==> config.mk <==
export PLATFORM = sky130hd
export DESIGN_NAME = spd_top
export DESIGN_NICKNAME = d
export VERILOG_FILES = /design/src/shared/spd_pkg.sv /design/src/design/spd_serial_rx.sv /design/src/design/spd_top.sv
export SDC_FILE = /design/constraint.sdc
export NUM_CORES = 1
export LEC_CHECK = 0
export ABC_AREA = 1
export BUFFER_PORTS_ARGS = -buffer_cell sky130_fd_sc_hd__buf_2
export CAP_MARGIN = 20
export CORE_AREA = 2 2 115 84
export DETAILED_ROUTE_END_ITERATION = 7
export DIE_AREA = 0 0 117 86
export PLACE_DENSITY = 0.61
export SYNTH_ARGS = -nofsm -noshare
export SYNTH_HDL_FRONTEND = slang
export SYNTH_SLANG_ARGS = --single-unit
==> constraint.sdc <==
create_clock -name clk -period 4.4 [get_ports clk]
set_clock_uncertainty 0.2 [all_clocks]
set_input_delay 0.88 -clock clk [delete_from_list [all_inputs] [get_ports clk]]
set_output_delay 0.88 -clock clk [all_outputs]
set_load 0.1 [all_outputs]
==> src/shared/spd_pkg.sv <==
package spd_pkg;

    // =========================================================================
    // Register layout
    localparam int unsigned PARAM_W      = 16;
    localparam int unsigned FRAME_W      = 17;
    localparam logic [15:0] PARAM_RST    = 16'h0000;
    localparam logic [2:0]  TSEL_RST     = 3'h0;
    localparam int unsigned TORQUE_LSB   = 0;
    localparam int unsigned DECAY_B_LSB  = 2;
    localparam int unsigned CUR_B_LSB    = 4;
    localparam int unsigned DIR_B_BIT    = 8;
    localparam int unsigned DECAY_A_LSB  = 9;
    localparam int unsigned CUR_A_LSB    = 11;
    localparam int unsigned DIR_A_BIT    = 15;
    localparam int unsigned TSEL_LSB     = 13;

    // Frame select bit values: first bit shifted in names the target register.
    localparam logic        SEL_PARAM    = 1'b0;
    localparam logic        SEL_EXT      = 1'b1;

    // =========================================================================
    // Test select codes
    localparam logic [2:0]  TSEL_NORMAL  = 3'h0;
    localparam logic [2:0]  TSEL_TSD1    = 3'h1;
    localparam logic [2:0]  TSEL_TSD2    = 3'h2;
    localparam logic [2:0]  TSEL_OSCMON  = 3'h3;

    // =========================================================================
    // Timing
    localparam int unsigned CLK_KHZ      = 40_000;
    localparam int unsigned RST_PULSE_MS = 40;
    localparam int unsigned RST_PULSE_CYC = RST_PULSE_MS * CLK_KHZ;
    localparam int unsigned PULSE_CNT_W  = 21;

endpackage : spd_pkg

==> src/design/spd_serial_rx.sv <==
`timescale 1ns/10ps
module spd_serial_rx (
    // Clock and reset
    input  wire logic        clk,
    input  wire logic        rst,
    // Sleep control
    input  wire logic        sleep_n_input,
    // Three-wire serial pins
    input  wire logic        ser_clk,
    input  wire logic        ser_data,
    input  wire logic        ser_latch,
    // Received word
    output logic             word_vld,
    output logic             word_sel,
    output logic [15:0]      word_data
);

    // =========================================================================
    // State
    typedef struct packed {
        logic        sck_q;
        logic        lat_q;
        logic [16:0] shreg;
        logic [4:0]  cnt;
        logic        vld;
    } spd_rx_t;

    spd_rx_t st_ff;
    spd_rx_t nxt_st;

    // Shift on serial clock rise, deliver on latch rise once a full frame is in.
    // A short or long frame is dropped rather than guessed at.
    always_comb begin
        nxt_st       = st_ff;
        nxt_st.sck_q = ser_clk;
        nxt_st.lat_q = ser_latch;
        nxt_st.vld   = 1'b0;
        if (ser_clk && !st_ff.sck_q) begin
            nxt_st.shreg = {st_ff.shreg[15:0], ser_data};
            if (st_ff.cnt != 5'h1F) begin
                nxt_st.cnt = st_ff.cnt + 5'h01;
            end
        end
        if (ser_latch && !st_ff.lat_q) begin
            nxt_st.vld = (st_ff.cnt == 5'(spd_pkg::FRAME_W)) && sleep_n_input;
            nxt_st.cnt = 5'h00;
        end
        if (!sleep_n_input) begin
            nxt_st.cnt = 5'h00;
        end
    end

    // Single state register.
    always_ff @(posedge clk) begin
        if (rst) begin
            st_ff <= '0;
        end else begin
            st_ff <= nxt_st;
        end
    end

    assign word_vld  = st_ff.vld;
    assign word_sel  = st_ff.shreg[16];
    assign word_data = st_ff.shreg[15:0];

    a_write_gate: assert property (@(posedge clk) disable iff (rst)
        word_vld |-> $past(sleep_n_input))
        else $error("word delivered while sleep was low");

endmodule : spd_serial_rx

==> src/design/spd_top.sv <==
`timescale 1ns/10ps
module spd_top #(
    parameter int unsigned RST_PULSE_CYC = spd_pkg::RST_PULSE_CYC
) (
    // Clock and reset
    input  wire logic        clk,
    input  wire logic        rst,
    // Device control and events
    input  wire logic        sleep_n_input,
    input  wire logic        thermal_shutdown,
    input  wire logic        osc_clk_in,
    // Three-wire serial pins
    input  wire logic        ser_clk,
    input  wire logic        ser_data,
    input  wire logic        ser_latch,
    // Stepper drive settings
    output logic [1:0]       torque_sel,
    output logic [1:0]       decay_a_mode,
    output logic [1:0]       decay_b_mode,
    output logic [3:0]       current_a_level,
    output logic [3:0]       current_b_level,
    // Bridge direction controls
    output logic             winding_a_pos_out,
    output logic             winding_a_neg_out,
    output logic             winding_b_pos_out,
    output logic             winding_b_neg_out,
    output logic             motor_bridge_en,
    // Supervisory outputs
    output logic             buck_enable,
    output logic             reset_out_n,
    output logic [2:0]       test_select,
    output logic             dcdc_osc_monitor_pin,
    output logic             motor_osc_monitor_pin
);

    // =========================================================================
    // Helpers
    // True for the two test modes that keep a thermal trip away from the supply and both registers.
    function automatic logic is_tsd_ctrl(input logic [2:0] sel);
        return (sel == spd_pkg::TSEL_TSD1) || (sel == spd_pkg::TSEL_TSD2);
    endfunction : is_tsd_ctrl

    // =========================================================================
    // Serial receiver
    logic        word_vld;
    logic        word_sel;
    logic [15:0] word_data;

    spd_serial_rx u_rx (
        .clk           (clk),
        .rst           (rst),
        .sleep_n_input (sleep_n_input),
        .ser_clk       (ser_clk),
        .ser_data      (ser_data),
        .ser_latch     (ser_latch),
        .word_vld      (word_vld),
        .word_sel      (word_sel),
        .word_data     (word_data)
    );

    // =========================================================================
    // State
    typedef struct packed {
        logic [15:0] param;
        logic [2:0]  tsel;
        logic        tsd_q;
        logic        motor_sd;
        logic        buck_en;
        logic [20:0] pulse_cnt;
        logic        rst_n;
        logic        osc_mon;
        logic [1:0]  torque;
        logic [1:0]  decay_a;
        logic [1:0]  decay_b;
        logic [3:0]  cur_a;
        logic [3:0]  cur_b;
        logic        a_pos;
        logic        a_neg;
        logic        b_pos;
        logic        b_neg;
        logic        br_en;
    } spd_state_t;

    spd_state_t st_ff;
    spd_state_t nxt_st;
    logic       tsd_rise;

    // Reload value of the reset pulse timer, cut to the counter width on purpose.
    localparam logic [20:0] PULSE_LOAD = 21'(RST_PULSE_CYC);

    assign tsd_rise = thermal_shutdown && !st_ff.tsd_q;

    // Register updates, thermal handling and output decode in one pass.
    // Outputs are decoded from the next register values so that a completed
    // write reaches the bridge pins on the very next edge with no extra stage.
    always_comb begin
        nxt_st       = st_ff;
        nxt_st.tsd_q = thermal_shutdown;

        // Host writes; the receiver already drops frames sent during sleep.
        if (word_vld && word_sel == spd_pkg::SEL_PARAM) begin
            nxt_st.param = word_data;
        end
        if (word_vld && word_sel == spd_pkg::SEL_EXT) begin
            nxt_st.tsel = word_data[spd_pkg::TSEL_LSB +: 3];
        end

        // Reset pulse timer keeps running to the end of its 40 ms.
        if (st_ff.pulse_cnt != '0) begin
            nxt_st.pulse_cnt = st_ff.pulse_cnt - 21'h00_0001;
        end

        // Thermal trip.
        if (tsd_rise) begin
            nxt_st.motor_sd = 1'b1;
            if (is_tsd_ctrl(st_ff.tsel)) begin
                nxt_st.param = st_ff.param;
                nxt_st.tsel  = st_ff.tsel;
                if (st_ff.tsel == spd_pkg::TSEL_TSD2 && st_ff.pulse_cnt == '0) begin
                    nxt_st.pulse_cnt = PULSE_LOAD;
                end
            end else begin
                // Outside modes 001 and 010 a trip drops the whole supply tree.
                nxt_st.buck_en = 1'b0;
                nxt_st.param   = spd_pkg::PARAM_RST;
                nxt_st.tsel    = spd_pkg::TSEL_RST;
            end
        end

        // Sleep clears both registers and releases a thermal stop; the pulse timer runs on.
        if (!sleep_n_input) begin
            nxt_st.param    = spd_pkg::PARAM_RST;
            nxt_st.tsel     = spd_pkg::TSEL_RST;
            nxt_st.motor_sd = tsd_rise;           // A trip in the same cycle wins.
            nxt_st.buck_en  = 1'b1;
        end

        // Reset output is high while no pulse runs; only a mode 010 trip starts one.
        nxt_st.rst_n = (nxt_st.pulse_cnt == '0);

        // Oscillator monitor.
        nxt_st.osc_mon = (nxt_st.tsel == spd_pkg::TSEL_OSCMON) && osc_clk_in;

        // Drive field decode.
        nxt_st.torque  = nxt_st.param[spd_pkg::TORQUE_LSB +: 2];
        nxt_st.decay_b = nxt_st.param[spd_pkg::DECAY_B_LSB +: 2];
        nxt_st.decay_a = nxt_st.param[spd_pkg::DECAY_A_LSB +: 2];
        nxt_st.cur_b   = nxt_st.param[spd_pkg::CUR_B_LSB +: 4];
        nxt_st.cur_a   = nxt_st.param[spd_pkg::CUR_A_LSB +: 4];

        // Both legs of a winding go low while the bridges are off.
        nxt_st.br_en = sleep_n_input && !nxt_st.motor_sd;
        nxt_st.b_pos = nxt_st.br_en && nxt_st.param[spd_pkg::DIR_B_BIT];
        nxt_st.b_neg = nxt_st.br_en && !nxt_st.param[spd_pkg::DIR_B_BIT];
        nxt_st.a_pos = nxt_st.br_en && nxt_st.param[spd_pkg::DIR_A_BIT];
        nxt_st.a_neg = nxt_st.br_en && !nxt_st.param[spd_pkg::DIR_A_BIT];
    end

    // Single state register; reset values are the register defaults.
    always_ff @(posedge clk) begin
        if (rst) begin
            st_ff         <= '0;
            st_ff.buck_en <= 1'b1;
            st_ff.rst_n   <= 1'b1;
        end else begin
            st_ff <= nxt_st;
        end
    end

    // =========================================================================
    // Outputs
    assign torque_sel            = st_ff.torque;
    assign decay_a_mode          = st_ff.decay_a;
    assign decay_b_mode          = st_ff.decay_b;
    assign current_a_level       = st_ff.cur_a;
    assign current_b_level       = st_ff.cur_b;
    assign winding_a_pos_out     = st_ff.a_pos;
    assign winding_a_neg_out     = st_ff.a_neg;
    assign winding_b_pos_out     = st_ff.b_pos;
    assign winding_b_neg_out     = st_ff.b_neg;
    assign motor_bridge_en       = st_ff.br_en;
    assign buck_enable           = st_ff.buck_en;
    assign reset_out_n           = st_ff.rst_n;
    assign test_select           = st_ff.tsel;
    assign dcdc_osc_monitor_pin  = st_ff.osc_mon;
    assign motor_osc_monitor_pin = st_ff.osc_mon;

    // =========================================================================
    // Checks
    a_sleep_clears: assert property (@(posedge clk) disable iff (rst)
        !sleep_n_input |=> (st_ff.param == '0) && (st_ff.tsel == '0) && !motor_bridge_en)
        else $error("sleep did not clear the registers");

    a_tsd_keeps: assert property (@(posedge clk) disable iff (rst)
        (tsd_rise && is_tsd_ctrl(st_ff.tsel) && sleep_n_input && !word_vld)
        |=> buck_enable && $stable(st_ff.param) && !motor_bridge_en)
        else $error("confined thermal trip disturbed registers or supply");

    a_mode1_no_rst: assert property (@(posedge clk) disable iff (rst)
        (tsd_rise && st_ff.tsel == spd_pkg::TSEL_TSD1 && st_ff.pulse_cnt == '0)
        |=> reset_out_n [*4])
        else $error("reset output pulsed in mode 001");

    a_mode2_pulse: assert property (@(posedge clk) disable iff (rst)
        (tsd_rise && st_ff.tsel == spd_pkg::TSEL_TSD2 && st_ff.pulse_cnt == '0)
        |=> !reset_out_n && (st_ff.pulse_cnt == PULSE_LOAD))
        else $error("mode 010 thermal trip did not start reset pulse");

    a_pulse_end: assert property (@(posedge clk) disable iff (rst)
        (st_ff.pulse_cnt == 21'h00_0001) |=> reset_out_n)
        else $error("reset pulse outlasted its count");

    a_osc_mon: assert property (@(posedge clk) disable iff (rst)
        (st_ff.tsel == spd_pkg::TSEL_OSCMON && sleep_n_input && !word_vld && !tsd_rise)
        |=> dcdc_osc_monitor_pin == $past(osc_clk_in)
            && motor_osc_monitor_pin == $past(osc_clk_in))
        else $error("oscillator not routed to monitor pins");

    a_dir_b: assert property (@(posedge clk) disable iff (rst)
        motor_bridge_en |-> winding_b_pos_out == st_ff.param[spd_pkg::DIR_B_BIT]
                         && winding_b_neg_out == !st_ff.param[spd_pkg::DIR_B_BIT])
        else $error("winding B direction wrong");

    a_dir_a: assert property (@(posedge clk) disable iff (rst)
        motor_bridge_en |-> winding_a_pos_out == st_ff.param[spd_pkg::DIR_A_BIT]
                         && winding_a_neg_out == !st_ff.param[spd_pkg::DIR_A_BIT])
        else $error("winding A direction wrong");

    a_apply_write: assert property (@(posedge clk) disable iff (rst)
        (word_vld && word_sel == spd_pkg::SEL_PARAM && sleep_n_input && !tsd_rise)
        |=> torque_sel == $past(word_data[1:0]) && current_a_level == $past(word_data[14:11])
            && decay_b_mode == $past(word_data[3:2]) && current_b_level == $past(word_data[7:4]))
        else $error("written fields not applied on next edge");

endmodule : spd_top

==> results.cfg, run 1 <==
[sta]
worst_pin_slew_ns = 0.5698
rsz0062_at_grt = false
slew_viol_final = 0
setup_viol = 0
hold_violations = 0
tns_ns = 0
fin_crit_sh_pct = 58.33
finalCriticalPeriod_ns = 2.567
fmax_mhz = 389.6
slew_headroom_pct = 61.96

[finish]
nFillCells = 906
drive_gt1_share_pct = 14.49
diodes = 0
num-nets-final = 497
fin_util_pct = 44.32
area_growth_pct = 13.11

[global_routing]
grt_pass1_vias = 2722
grt-ovfl-total = 0
track_usage_pct = 17.74
grt_max_degree = 28
antenna_found_initial = 0
grt_pass1_wl_um = 13690

[synthesis]
synth.net_count = 485
synth_top_area_share_pct = 43.10
synth_cell_types = 35
yosys.area.top_type = dfxtp_1
synth_area_per_cell_um2 = 7.364
ys_seq_area_share_pct = 43.10
synth_seq_cells = 75
syn_inst = 473
synth_area_leaders = dfxtp_1 (43%), nor2_1 (10%), nand2_1 (7.3%)
netlist_area_mm2 = 0.003483
ys_warn_count = 0

[drt]
detail_route.wl_per_cell_um = 13.26
routed_wl_um = 8140
dr.first_iter.drc_count = 235
firstDrtPassIters = 5
detail-route-antenna-nets = 0
drcViolationCount = 0
viasPerCell = 5.007
via_count = 3074

[cts]
clk_latency_ns = 0.34
numCtsBuffers = 9
cts_hold_buf = 0
ctsResizeCount = 0
clkTransAtPathRegs_ns = 0.06
cts_sinks = 75
htreeDepth = 3
cts_root_buf = clkbuf_16
cts_tree = yes
cts_setup_buffers = 0
clockBufferDepth = 2

[floorplan]
io_pins = 34
dieArea_mm2 = 0.01006
core-area_mm2 = 0.008890
dieWidth_um = 117
row_count = 29
die_h_um = 86
initial_core_util_pct = 39.18

[critical_path]
crit_type = in2reg
cp_max_fo = 19
cp.arrival_ns = 2.59
timing.rr.start = st_ff[21]$_SDFF_PP0_
crit_end = u_rx.st_ff[4]$_SDFFE_PP0P_
r2r_end = reset_out_n$_SDFF_PP1_
critPathLaunchType = input pin
ff2ff_path_depth = 12
ff2ff_setup_slack_ns = 2.17
critPathRequiredTime_ns = 4.42
end_kind = flip-flop
cp-startpoint = ser_clk

[run]
maxCapViolCount = 0

[placement]
portBuffers = 33
gp_congestion = 0.9205
hpwl_um = 5835

[pwr]
ir_worst_vdd_mv = 0.2328
powerDensity_mw_per_mm2 = 709.0
p_leak_nw = 1.764

[run_status]
status = complete, no violations

[worst_hold_path]
hold_class = reg2reg
==> final cells by class <==
| type | count | area, um2 | area share, % |
|---|---|---|---|
| Inverter | 46 | 172.7 | 4.382 |
| Clock inverter | 4 | 72.57 | 1.842 |
| Multi-Input combinational cell | 319 | 1609 | 40.84 |
| Tap cell | 124 | 155.1 | 3.938 |
| Timing Repair Buffer | 34 | 172.7 | 4.382 |
| Clock buffer | 12 | 256.5 | 6.510 |
| Sequential cell | 75 | 1501 | 38.11 |
==> where the power goes <==
group	switching [mW]	leakage [nW]	internal [mW]
Sequential	0.0876	0.613	0.769
Clock	0.276	0.159	0.526
Combinational	0.773	0.992	0.361
Total	1.14	1.76	1.66
==> worst min-delay path by stage <==
stage	from	end	cells past startpoint
6_report	u_rx.st_ff[23]$_SDFF_PP0_	u_rx.word_vld$_SDFF_PP0_	1
5_1_grt	u_rx.st_ff[23]$_SDFF_PP0_	u_rx.word_vld$_SDFF_PP0_	1
4_1_cts	u_rx.st_ff[23]$_SDFF_PP0_	u_rx.word_vld$_SDFF_PP0_	1
3_5_place_dp	u_rx.st_ff[23]$_SDFF_PP0_	u_rx.word_vld$_SDFF_PP0_	1
3_3_place_gp	u_rx.st_ff[23]$_SDFF_PP0_	u_rx.word_vld$_SDFF_PP0_	1
2_1_floorplan	u_rx.st_ff[23]$_SDFF_PP0_	u_rx.word_vld$_SDFF_PP0_	1
==> cell usage after synthesis (all sizes together) <==
library cell  count
o21ai            27
a21oi            24
a311oi            1
clkinv            3
o211ai            1
xnor2             1
or2               1
inv              43
nand3b            5
nand2            72
dfxtp            75
o21a              1
nand3            40
a22oi             1
clkbuf           12
nor3              6
nand4            21
buf              21
xor2              6
a211oi            2
nor4              1
nor2            105
ha                4
==> flip-flops by register name, indices dropped and copies added (netlist names) <==
register,flops
buck_enable,1
dcdc_osc_monitor_pin,1
motor_bridge_en,1
reset_out_n,1
st_ff,39
test_select,3
u_rx.st_ff,7
u_rx.word_data,16
u_rx.word_sel,1
u_rx.word_vld,1
winding_a_neg_out,1
winding_a_pos_out,1
winding_b_neg_out,1
winding_b_pos_out,1
==> cell families (layout without fill, tap and decap cells) <==
group	count (synthesis)	count (layout)	synth area share [%]
AOI/OAI and AO/OA	57	57	8.657
DFF	75	75	43.10
and+or+nand+nor	251	251	34.34
adders and majority gates	4	4	1.437
xor gates and xnor gates	7	7	1.760
buffers and inverters	79	96	10.70
==> per-stage QoR <==
step / instances / total power, mW / instance area [um2] / hold WS (ns) / setup WS, ns
after floorplan: 473 / 1.759 / 3483 / 0.1977 / 1.964
after global placement: 598 / 1.978 / 3611 / 0.2078 / 1.570
after detailed placement: 598 / 1.984 / 3611 / 0.2106 / 1.524
after CTS: 614 / 2.799 / 3940 / 0.2210 / 1.876
after global routing: 614 / 2.990 / 3940 / 0.2425 / 1.549
final: 614 / 2.793 / 3940 / 0.2194 / 1.833
==> layout by cell type (no fill, tap or decap), types with 9 or more instances in the layout <==
master / count
nor2_1: 93
dfxtp_1: 75
nand2_1: 68
inv_1: 41
nand3_1: 38
buf_2: 33
o21ai_0: 25
a21oi_1: 24
nand4_1: 20
clkbuf_16: 9
==> routing by layer <==
layer	share of wire, %	global-route usage (%)	up-vias
met5	0	0	-
met4	1.2	5.455	0
met3	6.1	5.866	9
met2	41	23.80	77
met1	52	26.54	1438
li1	-	-	1550
==> critical path: stages <==
cell and delay, ns:
buf_2 0.07, inv_1 0.06, nor2_4 0.28, clkinv_1 0.50, nor2_2 0.41, nand4_1 0.15, o21ai_0 0.18, a21oi_1 0.05
(Power assumes the default switching activity.)
==> inputs of run 2 (changes only) <==
--- a/config.mk
+++ b/config.mk
@@ -5,12 +5,12 @@
 export SDC_FILE = /design/constraint.sdc
 export NUM_CORES = 1
 export LEC_CHECK = 0
-export ABC_AREA = 1
+export ABC_AREA = 0
 export BUFFER_PORTS_ARGS = -buffer_cell sky130_fd_sc_hd__buf_2
 export CAP_MARGIN = 20
-export CORE_AREA = 2 2 115 84
+export CORE_AREA = 2 2 115 83
 export DETAILED_ROUTE_END_ITERATION = 7
-export DIE_AREA = 0 0 117 86
+export DIE_AREA = 0 0 117 85
 export PLACE_DENSITY = 0.61
 export SYNTH_ARGS = -nofsm -noshare
 export SYNTH_HDL_FRONTEND = slang
==> constraint.sdc (replaced) <==
create_clock -name clk -period 2.6 [get_ports clk]
set_clock_uncertainty 0.2 [all_clocks]
set_input_delay 0.52 -clock clk [delete_from_list [all_inputs] [get_ports clk]]
set_output_delay 0.52 -clock clk [all_outputs]
set_load 0.1 [all_outputs]
==> results.cfg, run 2 <==
[run_status]
status = complete, no violations

[global_routing]
grt_max_degree = 31
grt_pass1_wl_um = 13750
track_usage_pct = 17.64
antenna_found_initial = 0
grt_pass1_vias = 2776
grt-ovfl-total = 0

[drt]
viasPerCell = 5.138
routed_wl_um = 8290
firstDrtPassIters = 5
detail-route-antenna-nets = 0
via_count = 3006
drcViolationCount = 0
dr.first_iter.drc_count = 172
detail_route.wl_per_cell_um = 14.17

[sta]
fmax_mhz = 389.0
tns_ns = 0
slew_viol_final = 0
rsz0062_at_grt = true
setup_viol = 0
setup_slack_ns = 0.02955
fin_crit_sh_pct = 98.86
slew_headroom_pct = 67.53
holdWs_ns = 0.2129
worst_pin_slew_ns = 0.4905
hold_violations = 0
finalCriticalPeriod_ns = 2.570

[synthesis]
synth_area_leaders = dfxtp_1 (43%), nand2_1 (7.0%), a21oi_1 (6.2%)
ys_top_cells_by_count = dfxtp_1 (75), nand2_1 (65), a21oi_1 (43)
yosysMostFrequentCell = dfxtp_1
synth-main-ff-cell = dfxtp_1
ys_seq_area_share_pct = 43.34
netlist_area_mm2 = 0.003465
synth_edf_count = 0
ys_warn_count = 0
synth_cell_types = 59
syn_inst = 413
synth.net_count = 425
synth_seq_cells = 75
synth_top_area_share_pct = 43.34
synth_area_per_cell_um2 = 8.389
yosys.area.top_type = dfxtp_1
synth-async-reset-ratio_pct = 0

[worst_hold_path]
min_from = ser_latch
hold_class = in2reg
holdPathStages = 2
hold-path-endpoint = u_rx.st_ff[23]$_SDFF_PP0_

[critical_path]
critPathLaunchType = flip-flop
ff2ff_path_depth = 8
critPathRequiredTime_ns = 2.65
cp_max_fo = 11
r2r_end = reset_out_n$_SDFF_PP1_
timing.rr.start = st_ff[21]$_SDFF_PP0_
cp.arrival_ns = 2.62
ff2ff_setup_slack_ns = 0.03
end_kind = flip-flop
crit_type = reg2reg

[cts]
cts_tree = yes
htreeDepth = 3
clk_latency_ns = 0.34
cts_sinks = 75
numCtsBuffers = 9
clockBufferDepth = 2
cts_hold_buf = 0
clkTransAtPathRegs_ns = 0.06
cts_root_buf = clkbuf_16

[pwr]
p_clk_share_pct = 26.0
p_sw_mw = 1.935
powerDensity_mw_per_mm2 = 1237
p_int_mw = 3.238
power_mw = 5.173
p_leak_nw = 1.656
switching_share_pct = 37.40
p_comb_share_pct = 46.6
ir_worst_vdd_mv = 0.3971
pwr-share-seq_pct = 27.4

[placement]
placed_cell_area_mm2 = 0.003810
hpwl_um = 5836
portBuffers = 33
dp_cells = 566
gp_congestion = 0.9039
dp_slack_ns = 0.004883

[finish]
final_common_cell = dfxtp_1
diodes = 0
fin_util_pct = 47.04
num-nets-final = 468
area_growth_pct = 20.69
drive_gt1_share_pct = 22.56
design_area_mm2 = 0.004182
top_register = st_ff
nFillCells = 892
final_cells = 585
mostFrequentLayoutCells = dfxtp_1 (74), nand2_1 (65), a21oi_1 (43)
largest_reg_flops = 39

[floorplan]
io_pins = 34
row_count = 29
dieWidth_um = 117
dieArea_mm2 = 0.009945
core-area_mm2 = 0.008890
die_h_um = 85
initial_core_util_pct = 38.97

[run]
maxCapViolCount = 0
## run 2: layer usage
metal / part of all wire (%) / global-route usage [%] / wire length [um] / vias up
met5: 0 / 0 / 0 / -
met4: 1.3 / 5.455 / 107 / 0
met3: 6.4 / 5.143 / 534 / 8
met2: 42 / 24.70 / 3455 / 76
met1: 51 / 26.01 / 4193 / 1397
li1: - / - / - / 1525
## run 2: final cells by class
class	count	area (um2)	share of cell area [%]
Multi-Input combinational cell	296	1749	41.83
Inverter	5	18.77	0.4488
Timing Repair Buffer	69	435.4	10.41
Clock buffer	12	246.5	5.895
Clock inverter	4	73.82	1.765
Sequential cell	75	1503	35.94
Tap cell	124	155.1	3.710
## run 2: worst max-delay path, stage by stage, from the launching register on
cell	delay, ns
dfxtp_2	0.35
inv_2	0.09
ha_4	0.15
or4b_4	0.48
or2_4	0.25
buf_4	0.19
a2111oi_2	0.38
nand4_1	0.18
o41ai_2	0.20
## run 2: how the worst max path moves through the flow
stage / from / to / slack, ns / depth (start not counted)
2_1_floorplan: st_ff[22]$_SDFF_PP0_ / reset_out_n$_SDFF_PP1_ / 0.03 / 9
3_3_place_gp: st_ff[21]$_SDFF_PP0_ / reset_out_n$_SDFF_PP1_ / 0.06 / 8
3_5_place_dp: st_ff[31]$_SDFF_PP0_ / reset_out_n$_SDFF_PP1_ / 0.005 / 6
4_1_cts: st_ff[21]$_SDFF_PP0_ / reset_out_n$_SDFF_PP1_ / 0.02 / 8
5_1_grt: st_ff[21]$_SDFF_PP0_ / reset_out_n$_SDFF_PP1_ / -0.06 / 8
6_report: st_ff[21]$_SDFF_PP0_ / reset_out_n$_SDFF_PP1_ / 0.03 / 8
## run 2: kinds of logic after synthesis
kind of cell | count (synthesis) | share of synthesized area, %
compound gates | 77 | 14.59
fa+ha+maj | 4 | 1.445
simple gates | 199 | 28.93
buf+inv | 42 | 7.331
mux | 8 | 2.347
xor+xnor | 8 | 2.022
flops | 75 | 43.34
## run 2: power by group through the flow
stage          Sequential [mW]  Clock (mW)  Combinational (mW)
4_1_cts                   1.41        1.37                2.24
5_1_grt                   1.44        1.43                2.63
3_3_place_gp              1.43           0                2.24
2_1_floorplan             1.47           0                1.58
6_report                  1.42        1.34                2.41
3_5_place_dp              1.44           0                2.22
## run 2: timing repair
action,in CTS,in global routing
pin swaps,1,2
endpoints found under the setup margin,1,2
buffers inserted,0,2
gates resized for setup,1,7
